$ cat src/logic/usb_glue_pkg.sv
// Shared constants and types for the three-core routing and interrupt glue
package usb_glue_pkg;

  localparam int NUM_CORES = 3;
  localparam int NUM_PORTS = 5;
  localparam int DATA_W = 32;
  localparam int LANE_W = 8;

  // Core indices on every per-core vector
  localparam int CORE_FS1 = 0;
  localparam int CORE_FS2 = 1;
  localparam int CORE_HS = 2;

  // Ports each core may ever serve, bit 0 is downstream port one
  localparam logic [4:0] FS1_PORT_MASK = 5'h15;
  localparam logic [4:0] FS2_PORT_MASK = 5'h0A;
  localparam logic [4:0] HS_PORT_MASK = 5'h1F;

  // Enabled port count limits and reset value
  localparam logic [2:0] PORT_COUNT_MIN = 3'h2;
  localparam logic [2:0] PORT_COUNT_MAX = 3'h5;
  localparam logic [2:0] PORT_COUNT_RST = 3'h5;

  // Target space code and the highest function number that exists
  localparam logic TGT_SPACE_MEM = 1'h1;
  localparam logic [1:0] TGT_FUNC_LAST = 2'h2;

  // Which core owns a downstream port
  typedef enum logic [1:0] {
    OWN_NONE = 2'b00,
    OWN_FS1 = 2'b01,
    OWN_FS2 = 2'b10,
    OWN_HS = 2'b11
  } owner_t;

  // Master-side arbiter states
  typedef enum logic [0:0] {
    ARB_IDLE = 1'b0,
    ARB_BUSY = 1'b1
  } arb_state_t;

endpackage

$ cat src/logic/master_arbiter.sv
// Round-robin arbiter handing the shared bus master to one core at a time
`timescale 1ns/1ps
module master_arbiter
  import usb_glue_pkg::*;
(
  input wire logic clk,
  input wire logic rstn,
  input wire logic [2:0] req,
  input wire logic done,
  output logic [2:0] grant
);

  arb_state_t state_q, state_d;
  logic [2:0] grant_q, grant_d;
  logic [2:0] last_q, last_d;

  // Pick next requester after the last winner so no core starves
  function automatic logic [2:0] rr_pick(input logic [2:0] r, input logic [2:0] last);
    logic [2:0] pick;
    pick = 3'h0;
    if (last[0])
      pick = r[1] ? 3'h2 : (r[2] ? 3'h4 : (r[0] ? 3'h1 : 3'h0));
    else if (last[1])
      pick = r[2] ? 3'h4 : (r[0] ? 3'h1 : (r[1] ? 3'h2 : 3'h0));
    else
      pick = r[0] ? 3'h1 : (r[1] ? 3'h2 : (r[2] ? 3'h4 : 3'h0));
    return pick;
  endfunction

  // Grant is one-hot and held until the granted transfer completes
  always_comb
  begin
    state_d = state_q;
    grant_d = grant_q;
    last_d = last_q;
    unique case (state_q)
      ARB_IDLE:
      begin
        if (|req)
        begin
          grant_d = rr_pick(req, last_q);
          last_d = rr_pick(req, last_q);
          state_d = ARB_BUSY;
        end
      end
      ARB_BUSY:
      begin
        if (done)
        begin
          grant_d = 3'h0;
          state_d = ARB_IDLE;
        end
      end
    endcase
  end

  always_ff @(posedge clk or negedge rstn)
  begin
    if (!rstn)
    begin
      state_q <= ARB_IDLE;
      grant_q <= 3'h0;
      last_q <= 3'h4;
    end
    else
    begin
      state_q <= state_d;
      grant_q <= grant_d;
      last_q <= last_d;
    end
  end

  assign grant = grant_q;

endmodule

$ cat src/logic/usb_core_port_routing_irq_merge.sv
// Bus arbitration, root-hub port routing and interrupt merging for three host cores
//
// Behaviour
// - Bus-master access is granted to one of the three cores at a time, round robin.
// - The first full/low-speed core reaches only ports one, three and five.
// - The second full/low-speed core reaches only ports two and four.
// - The high-speed core may reach all five ports.
// - The root hub decides per port which core is connected to it.
// - Every port carries any speed, the hub choosing the high-speed or companion core.
// - The first interrupt line follows the first full/low-speed core's request.
// - The second interrupt line follows the second full/low-speed core's request.
// - The third interrupt line follows the high-speed core's request.
// - A sharing option folds the second and third requests onto the first line.
// - The management interrupts of all cores merge onto one output.
// - The wake requests of all cores merge onto the power-event output.
// - The enabled port count comes from configuration, limited to two through five.
// - The host side is a 32-bit master and target path.
// - Core registers are claimed only for memory-space target accesses.
`timescale 1ns/1ps
module usb_core_port_routing_irq_merge
  import usb_glue_pkg::*;
(
  input wire logic clk,
  input wire logic rstn,
  // Configuration straps and settings
  input wire logic [2:0] port_count_cfg,
  input wire logic irq_share_cfg,
  // Core master requests, one word per core
  input wire logic [2:0] core_mreq,
  input wire logic [2:0] core_mwrite,
  input wire logic [95:0] core_maddr,
  input wire logic [95:0] core_mwdata,
  output logic [2:0] core_mack,
  output logic [31:0] core_mrdata,
  // Shared host bus master engine
  output logic mst_req,
  output logic mst_write,
  output logic [31:0] mst_addr,
  output logic [31:0] mst_wdata,
  input wire logic mst_done,
  input wire logic [31:0] mst_rdata,
  // Host bus target decode side
  input wire logic tgt_valid,
  input wire logic tgt_space,
  input wire logic [1:0] tgt_func,
  input wire logic tgt_write,
  input wire logic [31:0] tgt_addr,
  input wire logic [31:0] tgt_wdata,
  output logic tgt_claim,
  output logic tgt_reject,
  output logic tgt_done,
  output logic [31:0] tgt_rdata,
  // Core target side
  output logic [2:0] core_tsel,
  output logic core_twrite,
  output logic [31:0] core_taddr,
  output logic [31:0] core_twdata,
  input wire logic [2:0] core_tack,
  input wire logic [95:0] core_trdata,
  // Root hub ownership
  input wire logic [4:0] hs_port_claim,
  output logic [9:0] port_owner,
  output logic [4:0] port_enabled,
  // Per-core per-port line traffic, byte per port
  input wire logic [14:0] core_tx_en,
  input wire logic [119:0] core_tx_data,
  output logic [14:0] core_rx_valid,
  output logic [39:0] core_rx_data,
  // Transceiver side
  output logic [4:0] phy_tx_en,
  output logic [39:0] phy_tx_data,
  input wire logic [4:0] phy_rx_valid,
  input wire logic [39:0] phy_rx_data,
  // Interrupts and wake
  input wire logic [2:0] core_irq,
  input wire logic [2:0] core_smi,
  input wire logic [2:0] core_wake,
  output logic int_a_oe,
  output logic int_b_oe,
  output logic int_c_oe,
  output logic sys_mgmt_irq_out_n,
  output logic pme_oe
);

  // Ports a core is allowed to drive, used by ownership and gating
  function automatic logic [4:0] core_mask(input owner_t own);
    logic [4:0] m;
    m = 5'h00;
    unique case (own)
      OWN_FS1: m = FS1_PORT_MASK;
      OWN_FS2: m = FS2_PORT_MASK;
      OWN_HS: m = HS_PORT_MASK;
      OWN_NONE: m = 5'h00;
    endcase
    return m;
  endfunction

  // Companion core wired to a port when the high-speed core does not hold it
  function automatic owner_t companion(input int p);
    owner_t own;
    logic [4:0] fs1_m;
    logic [4:0] fs2_m;
    own = OWN_NONE;
    fs1_m = core_mask(OWN_FS1);
    fs2_m = core_mask(OWN_FS2);
    if (fs1_m[p])
      own = OWN_FS1;
    else if (fs2_m[p])
      own = OWN_FS2;
    return own;
  endfunction

  // ---------------- Configuration ----------------
  logic [2:0] port_count_q, port_count_d;

  // Out-of-range settings clamp so the port count never leaves 2..5
  always_comb
  begin
    port_count_d = port_count_cfg;
    if (port_count_cfg < PORT_COUNT_MIN)
      port_count_d = PORT_COUNT_MIN;
    else if (port_count_cfg > PORT_COUNT_MAX)
      port_count_d = PORT_COUNT_MAX;
  end

  always_ff @(posedge clk or negedge rstn)
  begin
    if (!rstn)
    begin
      port_count_q <= PORT_COUNT_RST;
    end
    else
    begin
      port_count_q <= port_count_d;
    end
  end

  // ---------------- Master path ----------------
  logic [2:0] grant;
  logic [1:0] gidx;
  logic mst_req_q, mst_req_d;
  logic mst_write_q, mst_write_d;
  logic [31:0] mst_addr_q, mst_addr_d;
  logic [31:0] mst_wdata_q, mst_wdata_d;
  logic [2:0] core_mack_q, core_mack_d;
  logic [31:0] core_mrdata_q, core_mrdata_d;

  master_arbiter u_arb (
    .clk(clk),
    .rstn(rstn),
    .req(core_mreq),
    .done(mst_done & mst_req_q),
    .grant(grant)
  );

  assign gidx = grant[2] ? 2'h2 : (grant[1] ? 2'h1 : 2'h0);

  // Launch the winner's cycle once, then hand the answer back to it alone
  always_comb
  begin
    mst_req_d = mst_req_q;
    mst_write_d = mst_write_q;
    mst_addr_d = mst_addr_q;
    mst_wdata_d = mst_wdata_q;
    core_mack_d = 3'h0;
    core_mrdata_d = core_mrdata_q;
    if (mst_req_q && mst_done)
    begin
      mst_req_d = 1'h0;
      core_mack_d = grant;
      core_mrdata_d = mst_rdata;
    end
    else if (!mst_req_q && (|grant) && !(|core_mack_q))
    begin
      mst_req_d = 1'h1;
      mst_write_d = core_mwrite[gidx];
      mst_addr_d = core_maddr[gidx * DATA_W +: DATA_W];
      mst_wdata_d = core_mwdata[gidx * DATA_W +: DATA_W];
    end
  end

  always_ff @(posedge clk or negedge rstn)
  begin
    if (!rstn)
    begin
      mst_req_q <= 1'h0;
      mst_write_q <= 1'h0;
      mst_addr_q <= 32'h0;
      mst_wdata_q <= 32'h0;
      core_mack_q <= 3'h0;
      core_mrdata_q <= 32'h0;
    end
    else
    begin
      mst_req_q <= mst_req_d;
      mst_write_q <= mst_write_d;
      mst_addr_q <= mst_addr_d;
      mst_wdata_q <= mst_wdata_d;
      core_mack_q <= core_mack_d;
      core_mrdata_q <= core_mrdata_d;
    end
  end

  // ---------------- Target path ----------------
  logic tgt_claim_q, tgt_claim_d;
  logic tgt_reject_q, tgt_reject_d;
  logic tgt_done_q, tgt_done_d;
  logic [31:0] tgt_rdata_q, tgt_rdata_d;
  logic [2:0] core_tsel_q, core_tsel_d;
  logic core_twrite_q, core_twrite_d;
  logic [31:0] core_taddr_q, core_taddr_d;
  logic [31:0] core_twdata_q, core_twdata_d;
  logic [1:0] tidx;

  assign tidx = core_tack[2] ? 2'h2 : (core_tack[1] ? 2'h1 : 2'h0);

  // I/O-space cycles and missing functions are never claimed
  always_comb
  begin
    tgt_claim_d = 1'h0;
    tgt_reject_d = 1'h0;
    tgt_done_d = 1'h0;
    tgt_rdata_d = tgt_rdata_q;
    core_tsel_d = 3'h0;
    core_twrite_d = core_twrite_q;
    core_taddr_d = core_taddr_q;
    core_twdata_d = core_twdata_q;
    if (tgt_valid)
    begin
      if (tgt_space == TGT_SPACE_MEM && tgt_func <= TGT_FUNC_LAST)
      begin
        tgt_claim_d = 1'h1;
        core_tsel_d = 3'h1 << tgt_func;
        core_twrite_d = tgt_write;
        core_taddr_d = tgt_addr;
        core_twdata_d = tgt_wdata;
      end
      else
        tgt_reject_d = 1'h1;
    end
    if (|core_tack)
    begin
      tgt_done_d = 1'h1;
      tgt_rdata_d = core_trdata[tidx * DATA_W +: DATA_W];
    end
  end

  always_ff @(posedge clk or negedge rstn)
  begin
    if (!rstn)
    begin
      tgt_claim_q <= 1'h0;
      tgt_reject_q <= 1'h0;
      tgt_done_q <= 1'h0;
      tgt_rdata_q <= 32'h0;
      core_tsel_q <= 3'h0;
      core_twrite_q <= 1'h0;
      core_taddr_q <= 32'h0;
      core_twdata_q <= 32'h0;
    end
    else
    begin
      tgt_claim_q <= tgt_claim_d;
      tgt_reject_q <= tgt_reject_d;
      tgt_done_q <= tgt_done_d;
      tgt_rdata_q <= tgt_rdata_d;
      core_tsel_q <= core_tsel_d;
      core_twrite_q <= core_twrite_d;
      core_taddr_q <= core_taddr_d;
      core_twdata_q <= core_twdata_d;
    end
  end

  // ---------------- Root hub routing ----------------
  owner_t owner_q [NUM_PORTS];
  owner_t owner_d [NUM_PORTS];
  logic [4:0] phy_tx_en_q, phy_tx_en_d;
  logic [39:0] phy_tx_data_q, phy_tx_data_d;
  logic [14:0] core_rx_valid_q, core_rx_valid_d;
  logic [39:0] core_rx_data_q, core_rx_data_d;

  // Traffic is gated by the registered owner so a handover never mixes two cores
  for (genvar p = 0; p < NUM_PORTS; p++)
  begin : g_port
    always_comb
    begin
      logic [4:0] own_m;
      own_m = core_mask(owner_q[p]);
      if (p >= int'(port_count_q))
        owner_d[p] = OWN_NONE;
      else if (hs_port_claim[p])
        owner_d[p] = OWN_HS;
      else
        owner_d[p] = companion(p);
      phy_tx_en_d[p] = 1'h0;
      phy_tx_data_d[p * LANE_W +: LANE_W] = 8'h00;
      for (int c = 0; c < NUM_CORES; c++)
      begin
        core_rx_valid_d[c * NUM_PORTS + p] = 1'h0;
        if (owner_q[p] == owner_t'(c + 1) && own_m[p])
        begin
          phy_tx_en_d[p] = core_tx_en[c * NUM_PORTS + p];
          phy_tx_data_d[p * LANE_W +: LANE_W] =
            core_tx_data[(c * NUM_PORTS + p) * LANE_W +: LANE_W];
          core_rx_valid_d[c * NUM_PORTS + p] = phy_rx_valid[p];
        end
      end
      core_rx_data_d[p * LANE_W +: LANE_W] = phy_rx_data[p * LANE_W +: LANE_W];
    end

    always_ff @(posedge clk or negedge rstn)
    begin
      if (!rstn)
        owner_q[p] <= OWN_NONE;
      else
        owner_q[p] <= owner_d[p];
    end

    assign port_owner[p * 2 +: 2] = owner_q[p];
    assign port_enabled[p] = (owner_q[p] != OWN_NONE);
  end

  always_ff @(posedge clk or negedge rstn)
  begin
    if (!rstn)
    begin
      phy_tx_en_q <= 5'h00;
      phy_tx_data_q <= 40'h0;
      core_rx_valid_q <= 15'h0;
      core_rx_data_q <= 40'h0;
    end
    else
    begin
      phy_tx_en_q <= phy_tx_en_d;
      phy_tx_data_q <= phy_tx_data_d;
      core_rx_valid_q <= core_rx_valid_d;
      core_rx_data_q <= core_rx_data_d;
    end
  end

  // ---------------- Interrupt merge ----------------
  logic [2:0] int_oe_q, int_oe_d;
  logic smi_n_q, smi_n_d;
  logic pme_q, pme_d;

  // Sharing mode keeps the second and third lines released
  // The setting is used unregistered so it lines up with the requests it steers
  always_comb
  begin
    if (irq_share_cfg)
      int_oe_d = {2'h0, |core_irq};
    else
      int_oe_d = {core_irq[CORE_HS], core_irq[CORE_FS2], core_irq[CORE_FS1]};
    smi_n_d = ~(|core_smi);
    pme_d = |core_wake;
  end

  always_ff @(posedge clk or negedge rstn)
  begin
    if (!rstn)
    begin
      int_oe_q <= 3'h0;
      smi_n_q <= 1'h1;
      pme_q <= 1'h0;
    end
    else
    begin
      int_oe_q <= int_oe_d;
      smi_n_q <= smi_n_d;
      pme_q <= pme_d;
    end
  end

  // Output wiring
  assign core_mack = core_mack_q;
  assign core_mrdata = core_mrdata_q;
  assign mst_req = mst_req_q;
  assign mst_write = mst_write_q;
  assign mst_addr = mst_addr_q;
  assign mst_wdata = mst_wdata_q;
  assign tgt_claim = tgt_claim_q;
  assign tgt_reject = tgt_reject_q;
  assign tgt_done = tgt_done_q;
  assign tgt_rdata = tgt_rdata_q;
  assign core_tsel = core_tsel_q;
  assign core_twrite = core_twrite_q;
  assign core_taddr = core_taddr_q;
  assign core_twdata = core_twdata_q;
  assign phy_tx_en = phy_tx_en_q;
  assign phy_tx_data = phy_tx_data_q;
  assign core_rx_valid = core_rx_valid_q;
  assign core_rx_data = core_rx_data_q;
  assign int_a_oe = int_oe_q[0];
  assign int_b_oe = int_oe_q[1];
  assign int_c_oe = int_oe_q[2];
  assign sys_mgmt_irq_out_n = smi_n_q;
  assign pme_oe = pme_q;

endmodule

$ cat config.mk
export PLATFORM = sky130hd
export DESIGN_NAME = usb_core_port_routing_irq_merge
export DESIGN_NICKNAME = d
export VERILOG_FILES = /design/src/logic/usb_glue_pkg.sv /design/src/logic/master_arbiter.sv /design/src/logic/usb_core_port_routing_irq_merge.sv
export SDC_FILE = /design/constraint.sdc
export NUM_CORES = 1
export LEC_CHECK = 0
export BUFFER_PORTS_ARGS = -buffer_cell sky130_fd_sc_hd__buf_2
export CORE_AREA = 3 3 363 365
export DETAILED_ROUTE_END_ITERATION = 12
export DIE_AREA = 0 0 366 368
export SLEW_MARGIN = 20
export SYNTH_ARGS = -nofsm -noshare
export SYNTH_HDL_FRONTEND = slang
export SYNTH_SLANG_ARGS = --single-unit
$ cat constraint.sdc
create_clock -name clk -period 2.2 [get_ports clk]
set_input_delay 0.22 -clock clk [delete_from_list [all_inputs] [get_ports clk]]
set_output_delay 0.22 -clock clk [all_outputs]
set_load 0.01 [all_outputs]
==> results of run 1 <==
[routing by layer]
metal | up-vias | share of wire [%] | GRT usage [%] | routed length, um
li1 | 6189 | - | - | -
met1 | 6652 | 38 | 12.7 | 31000
met2 | 614 | 48 | 20.1 | 39900
met3 | 95 | 11 | 5.79 | 9450
met4 | 2 | 2.6 | 3.44 | 2190
met5 | - | 0.017 | 0 | 14
[layout make-up]
type	instances	area [sq um]
flip-flops and latches	328	8220
fillers	14100	103000
clock inverters	23	284
inverters	7	26.3
well taps	1742	2180
repair buffers	1296	8610
diodes	4	10.0
multi-input cells	655	5330
clock buffers	55	1190
[synth_stat cells]
cell / number / share of area [%]
sky130_fd_sc_hd__clkbuf_1: 30 / 0.81
sky130_fd_sc_hd__inv_2: 2 / 0.054
sky130_fd_sc_hd__dfrtp_1: 325 / 59
sky130_fd_sc_hd__nor3_1: 2 / 0.072
sky130_fd_sc_hd__nand2b_1: 1 / 0.045
sky130_fd_sc_hd__dfstp_2: 3 / 0.57
sky130_fd_sc_hd__o21a_1: 1 / 0.054
sky130_fd_sc_hd__o32ai_1: 1 / 0.063
sky130_fd_sc_hd__a22oi_1: 1 / 0.054
sky130_fd_sc_hd__a31oi_1: 1 / 0.045
sky130_fd_sc_hd__nor2b_1: 50 / 2.3
sky130_fd_sc_hd__inv_1: 5 / 0.14
sky130_fd_sc_hd__and2_1: 5 / 0.23
sky130_fd_sc_hd__buf_6: 5 / 0.41
sky130_fd_sc_hd__a21oi_1: 4 / 0.14
sky130_fd_sc_hd__o21ai_1: 3 / 0.11
sky130_fd_sc_hd__mux2_4: 39 / 4.2
sky130_fd_sc_hd__a21o_1: 2 / 0.11
sky130_fd_sc_hd__buf_4: 3 / 0.16
sky130_fd_sc_hd__o31a_1: 1 / 0.063
sky130_fd_sc_hd__nor2_1: 10 / 0.27
sky130_fd_sc_hd__or3_1: 3 / 0.14
sky130_fd_sc_hd__buf_1: 5 / 0.14
sky130_fd_sc_hd__buf_2: 24 / 0.87
sky130_fd_sc_hd__mux2_1: 155 / 13
sky130_fd_sc_hd__or2_1: 6 / 0.27
sky130_fd_sc_hd__mux2i_1: 142 / 10
sky130_fd_sc_hd__nor4_1: 2 / 0.090
sky130_fd_sc_hd__a2bb2oi_1: 1 / 0.063
sky130_fd_sc_hd__nor3b_1: 2 / 0.11
sky130_fd_sc_hd__nand2_1: 108 / 2.9
sky130_fd_sc_hd__and3_1: 6 / 0.27
sky130_fd_sc_hd__o21ai_0: 102 / 3.7
sky130_fd_sc_hd__maj3_1: 1 / 0.072
sky130_fd_sc_hd__a21boi_1: 1 / 0.054
sky130_fd_sc_hd__conb_1: 1 / 0.027
[stage by stage]
stage / instance area [sq um] / hold WS (ns) / util [%] / setup slack [ns]
3_5_place_dp: 20700 / 0.281 / 16.0 / 0.300
2_1_floorplan: 13900 / -0.0756 / - / 0.551
5_1_grt: 25800 / 0.0146 / 20.0 / 0.0283
4_1_cts: 25800 / 0.00185 / 20.0 / 0.0939
3_3_place_gp: 20700 / 0.281 / 16.0 / 0.297
6_report: 25800 / 0.0562 / 20.0 / 0.0947
[placed cells by master (no fill, tap or decap), types with 6 or more instances in the layout]
cell / n
sky130_fd_sc_hd__dlygate4sd3_1: 360
sky130_fd_sc_hd__nand2_1: 106
sky130_fd_sc_hd__o21ai_0: 102
sky130_fd_sc_hd__buf_2: 876
sky130_fd_sc_hd__clkinv_2: 6
sky130_fd_sc_hd__nor2_1: 10
sky130_fd_sc_hd__clkbuf_8: 9
sky130_fd_sc_hd__mux2_1: 155
sky130_fd_sc_hd__nor2b_1: 50
sky130_fd_sc_hd__clkbuf_16: 43
sky130_fd_sc_hd__buf_12: 10
sky130_fd_sc_hd__buf_4: 47
sky130_fd_sc_hd__mux2_4: 39
sky130_fd_sc_hd__mux2i_1: 142
sky130_fd_sc_hd__dfrtp_1: 323
sky130_fd_sc_hd__and3_1: 6
sky130_fd_sc_hd__or2_1: 6
[logic make-up after synthesis]
| family | Yosys count | synth area share, % |
|---|---|---|
| adders and majority gates | 1 | 0.0721 |
| DFF | 328 | 59.2 |
| buffers and inverters | 74 | 2.57 |
| and+or+nand+nor | 195 | 6.66 |
| other | 1 | 0.0270 |
| AOI/OAI and AO/OA | 118 | 4.44 |
| muxes | 336 | 27.0 |
[state kept, by name (all words and copies together), names as in the netlist, 15 cells and up]
signal	count
phy_tx_data	40
core_rx_data	40
core_taddr	32
mst_addr	32
core_rx_valid	15
core_mrdata	32
tgt_rdata	32
mst_wdata	32
core_twdata	32
[power by group]
group	internal (mW)	switching [mW]	leakage, nW	total [mW]
clock	4.25	3.11	0.722	7.36
sequential	7.50	0.897	3.93	8.39
combinational	4.66	5.02	7.48	9.68
[final timing paths]
kind / to / slack [ns] / depth (start not counted)
setup / recovery: mst_wdata[12] / 0.09 / 5
hold / removal: phy_tx_data[14] / 0.06 / 3
setup reg to reg: mst_wdata[12] / 0.09 / 5
hold reg to reg: port_owner[7] / 0.43 / 0
max in group asynchronous: port_count_q[0] / 1.18 / 3
min in group asynchronous: mst_addr[8] / 0.23 / 2
[worst max-delay path: stages (launching register included)]
cell                            delay, ns
sky130_fd_sc_hd__dfrtp_4             0.59
sky130_fd_sc_hd__buf_12              0.20
sky130_fd_sc_hd__nand2_1             0.11
sky130_fd_sc_hd__o21ai_0             0.07
sky130_fd_sc_hd__dlygate4sd3_1       0.57
sky130_fd_sc_hd__mux2_1              0.29
[what timing repair did]
action                                  4_1_cts  5_1_grt
gates resized for setup                       0        1
endpoints found under the hold margin       338        0
endpoints found under the setup margin        0        1
setup buffers                                 0        1
hold buffers                                360        0
==> flow_metrics.env, run 1 <==
export IMPL_run_status="finished, final reports clean"
export IMPL_postSynthRegisterBits=328
export IMPL_final_max_slew_violation_count=0
export IMPL_synth_distinct_cells=36
export IMPL_accumulated_negative_setup_slack_ns=0
export IMPL_critPathKind="register to register"
export IMPL_post_detailed_route_via_to_cell_ratio=3.30
export IMPL_startpoint="u_arb.grant[2]"
export IMPL_dr_total_vias=13600
export IMPL_pin_count_of_the_biggest_net_entering_global_routing=67
export IMPL_final_layout_size_suffix_gt1_share_pct=44.8
export IMPL_cts_tree="built"
export IMPL_max_clock_path_buffers=3
export IMPL_drcViolationCount=0
export IMPL_vias_in_the_first_global_route=14700
export IMPL_cap_violations=0
export IMPL_design_portCount=923
export IMPL_antenna_left=0
export IMPL_crit_required_ns=2.66
export IMPL_clkSlewWorstSetupHoldPaths_ns=0.06
export IMPL_grt_total_usage_pct=11.7
export IMPL_detail_route_wirelength_mm=82.6
export IMPL_synth_cell_area_sq_um=13900
export IMPL_synth_yosys_warnings=0
export IMPL_initial_antenna_violation_count=9
export IMPL_power_leakage_nw=12.1
export IMPL_fp_row_count=132
export IMPL_nNetsFinal=2929
export IMPL_post_dp_hpwl_mm=65.4
export IMPL_crit_fanout=64
export IMPL_detail_route_wl_per_cell_um=20.1
export IMPL_initial_utilization_pct=10.7
export IMPL_grt_setup_unrepaired="no"
export IMPL_floorplan_die_area_sq_um=135000
export IMPL_worst_ir_drop_vdd_mv=0.678
export IMPL_placedCellCount=3666
export IMPL_final_hold_viol_count=0
export IMPL_period_minus_slack_ns=2.11
export IMPL_ys_seq_area_share_pct=59.2
export IMPL_die_h_um=368
export IMPL_die_width_um=366
export IMPL_h_tree_depth=2
export IMPL_worst_clock_skew_on_the_final_layout_ns=0.0371
export IMPL_power_per_cell_area_nw_per_um2=984
export IMPL_avgSynthCellArea_sq_um=13.2
export IMPL_arrival_ns=2.57
export IMPL_cts_root_buffer_cell="sky130_fd_sc_hd__clkbuf_16"
export IMPL_transition_at_the_pin_with_the_smallest_max_transition_slack_ns=0.780
export IMPL_post_layout_nonfiller_instances=4110
export IMPL_setup_worst_path_end_class="register"
export IMPL_clock_sinks=328
export IMPL_synth_cells=1053
export IMPL_setup_violations_final=0
export IMPL_maxSlewHeadroom_pct=48.0
export IMPL_drt_iter0_drc=696
export IMPL_globalplace_congestion=0.934
export IMPL_area_growth_synth_to_final_pct=86.3
export IMPL_core_region_area_sq_um=129000
export IMPL_hold_path_class="primary input to register"
export IMPL_cts_buffers=42
export IMPL_hp_start="core_tx_data[54]"
export IMPL_gr_total_overflow=0
export IMPL_finalPower_mw=25.4
export IMPL_grt_first_pass_wirelength_mm=112
export IMPL_io_buffers=877
export IMPL_detail_route_first_pass_iterations=5
export IMPL_setup_worst_path_start_class="register"
export IMPL_final_period_utilization_pct=95.7
export IMPL_worst_skew_pair_late_latency_ns=0.61
export IMPL_max_freq_mhz=475
export IMPL_crit_reg2reg_launch="u_arb.grant[2]"
(Power assumes the default switching activity.)
==> inputs of run 2 (changes only) <==
--- a/constraint.sdc
+++ b/constraint.sdc
@@ -3,2 +3,2 @@
 set_output_delay 0.22 -clock clk [all_outputs]
-set_load 0.01 [all_outputs]
+set_load 0.05 [all_outputs]
==> flow_metrics.env, run 2 (same netlist as run 1, synthesis figures left out) <==
export IMPL_nNetsFinal=2919
export IMPL_transition_at_the_pin_with_the_smallest_max_transition_slack_ns=0.594
export IMPL_power_leakage_nw=12.0
export IMPL_final_layout_size_suffix_gt1_share_pct=44.6
export IMPL_cts_root_buffer_cell="sky130_fd_sc_hd__clkbuf_16"
export IMPL_cap_violations=0
export IMPL_cts_buffers=41
export IMPL_grt_setup_unrepaired="no"
export IMPL_run_status="finished, final reports clean"
export IMPL_arrival_ns=2.48
export IMPL_worst_skew_pair_late_latency_ns=0.61
export IMPL_accumulated_negative_setup_slack_ns=0
export IMPL_die_width_um=366
export IMPL_share_seq_of_total_power_pct=29.0
export IMPL_comb_pwr_share_pct=47.5
export IMPL_clock_sinks=328
export IMPL_final_period_utilization_pct=90.9
export IMPL_floorplan_die_area_sq_um=135000
export IMPL_post_detailed_route_via_to_cell_ratio=3.30
export IMPL_max_freq_mhz=500
export IMPL_grt_first_pass_wirelength_mm=111
export IMPL_design_portCount=923
export IMPL_setup_worst_path_start_class="register"
export IMPL_mostFrequentLayoutCells="sky130_fd_sc_hd__buf_2, sky130_fd_sc_hd__dlygate4sd3_1, sky130_fd_sc_hd__dfrtp_1, sky130_fd_sc_hd__mux2_1, sky130_fd_sc_hd__mux2i_1"
export IMPL_post_dp_hpwl_mm=64.7
export IMPL_io_buffers=877
export IMPL_grt_total_usage_pct=11.5
export IMPL_power_per_cell_area_nw_per_um2=1130
export IMPL_internal_power_mw=16.0
export IMPL_die_h_um=368
export IMPL_hold_path_class="primary input to register"
export IMPL_final_hold_viol_count=0
export IMPL_worst_r2r_setup_slack_ns=0.20
export IMPL_antenna_left=0
export IMPL_filler_instances=14000
export IMPL_worst_clock_skew_on_the_final_layout_ns=0.0292
export IMPL_maxSlewHeadroom_pct=60.4
export IMPL_globalplace_congestion=0.945
export IMPL_area_growth_synth_to_final_pct=84.3
export IMPL_crit_fanout=14
export IMPL_switchingPower_mw=12.9
export IMPL_worst_r2r_path_depth=5
export IMPL_detail_route_first_pass_iterations=5
export IMPL_critPathKind="register to register"
export IMPL_core_region_area_sq_um=129000
export IMPL_worst_ir_drop_vdd_mv=1.03
export IMPL_detail_route_wirelength_mm=80.9
export IMPL_crit_required_ns=2.68
export IMPL_switching_share_pct=44.7
export IMPL_dr_total_vias=13500
export IMPL_most_common_cell_after_layout_fill_and_taps_aside="sky130_fd_sc_hd__buf_2"
export IMPL_vias_in_the_first_global_route=14700
export IMPL_final_max_slew_violation_count=0
export IMPL_finalCoreUtilization_pct=19.8
export IMPL_initial_utilization_pct=10.7
export IMPL_drcViolationCount=0
export IMPL_drt_iter0_drc=611
export IMPL_setup_worst_path_end_class="register"
export IMPL_period_minus_slack_ns=2.00
export IMPL_initial_antenna_violation_count=11
export IMPL_detail_route_wl_per_cell_um=19.7
export IMPL_h_tree_depth=2
export IMPL_min_delay_path_depth=3
export IMPL_gr_total_overflow=0
export IMPL_max_clock_path_buffers=3
export IMPL_cts_setup_buffers=0
export IMPL_setup_violations_final=0
export IMPL_clkSlewWorstSetupHoldPaths_ns=0.06
export IMPL_pin_count_of_the_biggest_net_entering_global_routing=74
export IMPL_share_of_power_burned_in_the_clock_network_pct=23.5
export IMPL_fp_row_count=132
export IMPL_cts_tree="built"
-- run 2: layout make-up --
| cell class | instances | area (sq um) | share of cell area, % |
|---|---|---|---|
| clock inverter | 17 | 201 | 0.788 |
| multi-input combinational | 655 | 5330 | 20.9 |
| antenna | 6 | 15.0 | 0.0587 |
| clock buffer | 56 | 1130 | 4.43 |
| tap | 1742 | 2180 | 8.52 |
| inverter | 7 | 26.3 | 0.103 |
| sequential | 328 | 8220 | 32.2 |
| timing repair buffer | 1287 | 8460 | 33.1 |
-- run 2: layer usage --
metal	vias to the layer above	global-route usage, %	wire length, um
li1	6183	-	-
met1	6614	12.9	31300
met2	598	19.7	39000
met3	112	5.23	8470
met4	2	3.45	2170
met5	-	0	11
-- run 2: power by group through the flow --
stage                     logic [mW]  clock network, mW  registers, mW
after global placement          13.2                  0           8.39
after floorplan                 4.12                  0           13.0
after detailed placement        13.2                  0           8.43
final                           13.7               6.80           8.37
after CTS                       14.0               7.16           8.36
after global routing            14.5               7.37           8.54
-- run 2: worst paths after layout --
kind | from | endpoint
max in group asynchronous | rstn | port_count_q[2]
min in group asynchronous | rstn | mst_addr[17]
worst min-delay path | core_tx_data[54] | phy_tx_data[14]
worst max-delay path | u_arb.grant[1] | mst_wdata[3]
worst min register to register | port_count_q[2] | port_owner[7]
worst max register to register | u_arb.grant[1] | mst_wdata[3]
-- run 2: metrics by stage --
step                setup WS, ns  cells  cell area (sq um)  hold slack (ns)  power (mW)
floorplan                  0.352   1057              13900          -0.0756        17.1
global placement           0.242   3666              20700            0.251        21.6
detailed placement         0.197   3666              20700            0.254        21.7
CTS                       0.0490   4092              25600        0.0000414        29.5
global route              0.0478   4096              25600           0.0138        30.4
finish                     0.200   4098              25600           0.0336        28.9
-- run 2: timing repair --
action	4_1_cts	5_1_grt
pin swaps	0	0
setup endpoints to repair	1	1
hold buffers	353	0
gates resized for setup	1	1
endpoints found under the hold margin	346	0
-- run 2: worst max-delay path, stage by stage, from the launching register on --
cell and delay (ns):
sky130_fd_sc_hd__dfrtp_4 0.43, sky130_fd_sc_hd__buf_4 0.28, sky130_fd_sc_hd__mux2i_1 0.22, sky130_fd_sc_hd__o21ai_0 0.08, sky130_fd_sc_hd__dlygate4sd3_1 0.56, sky130_fd_sc_hd__mux2_1 0.30
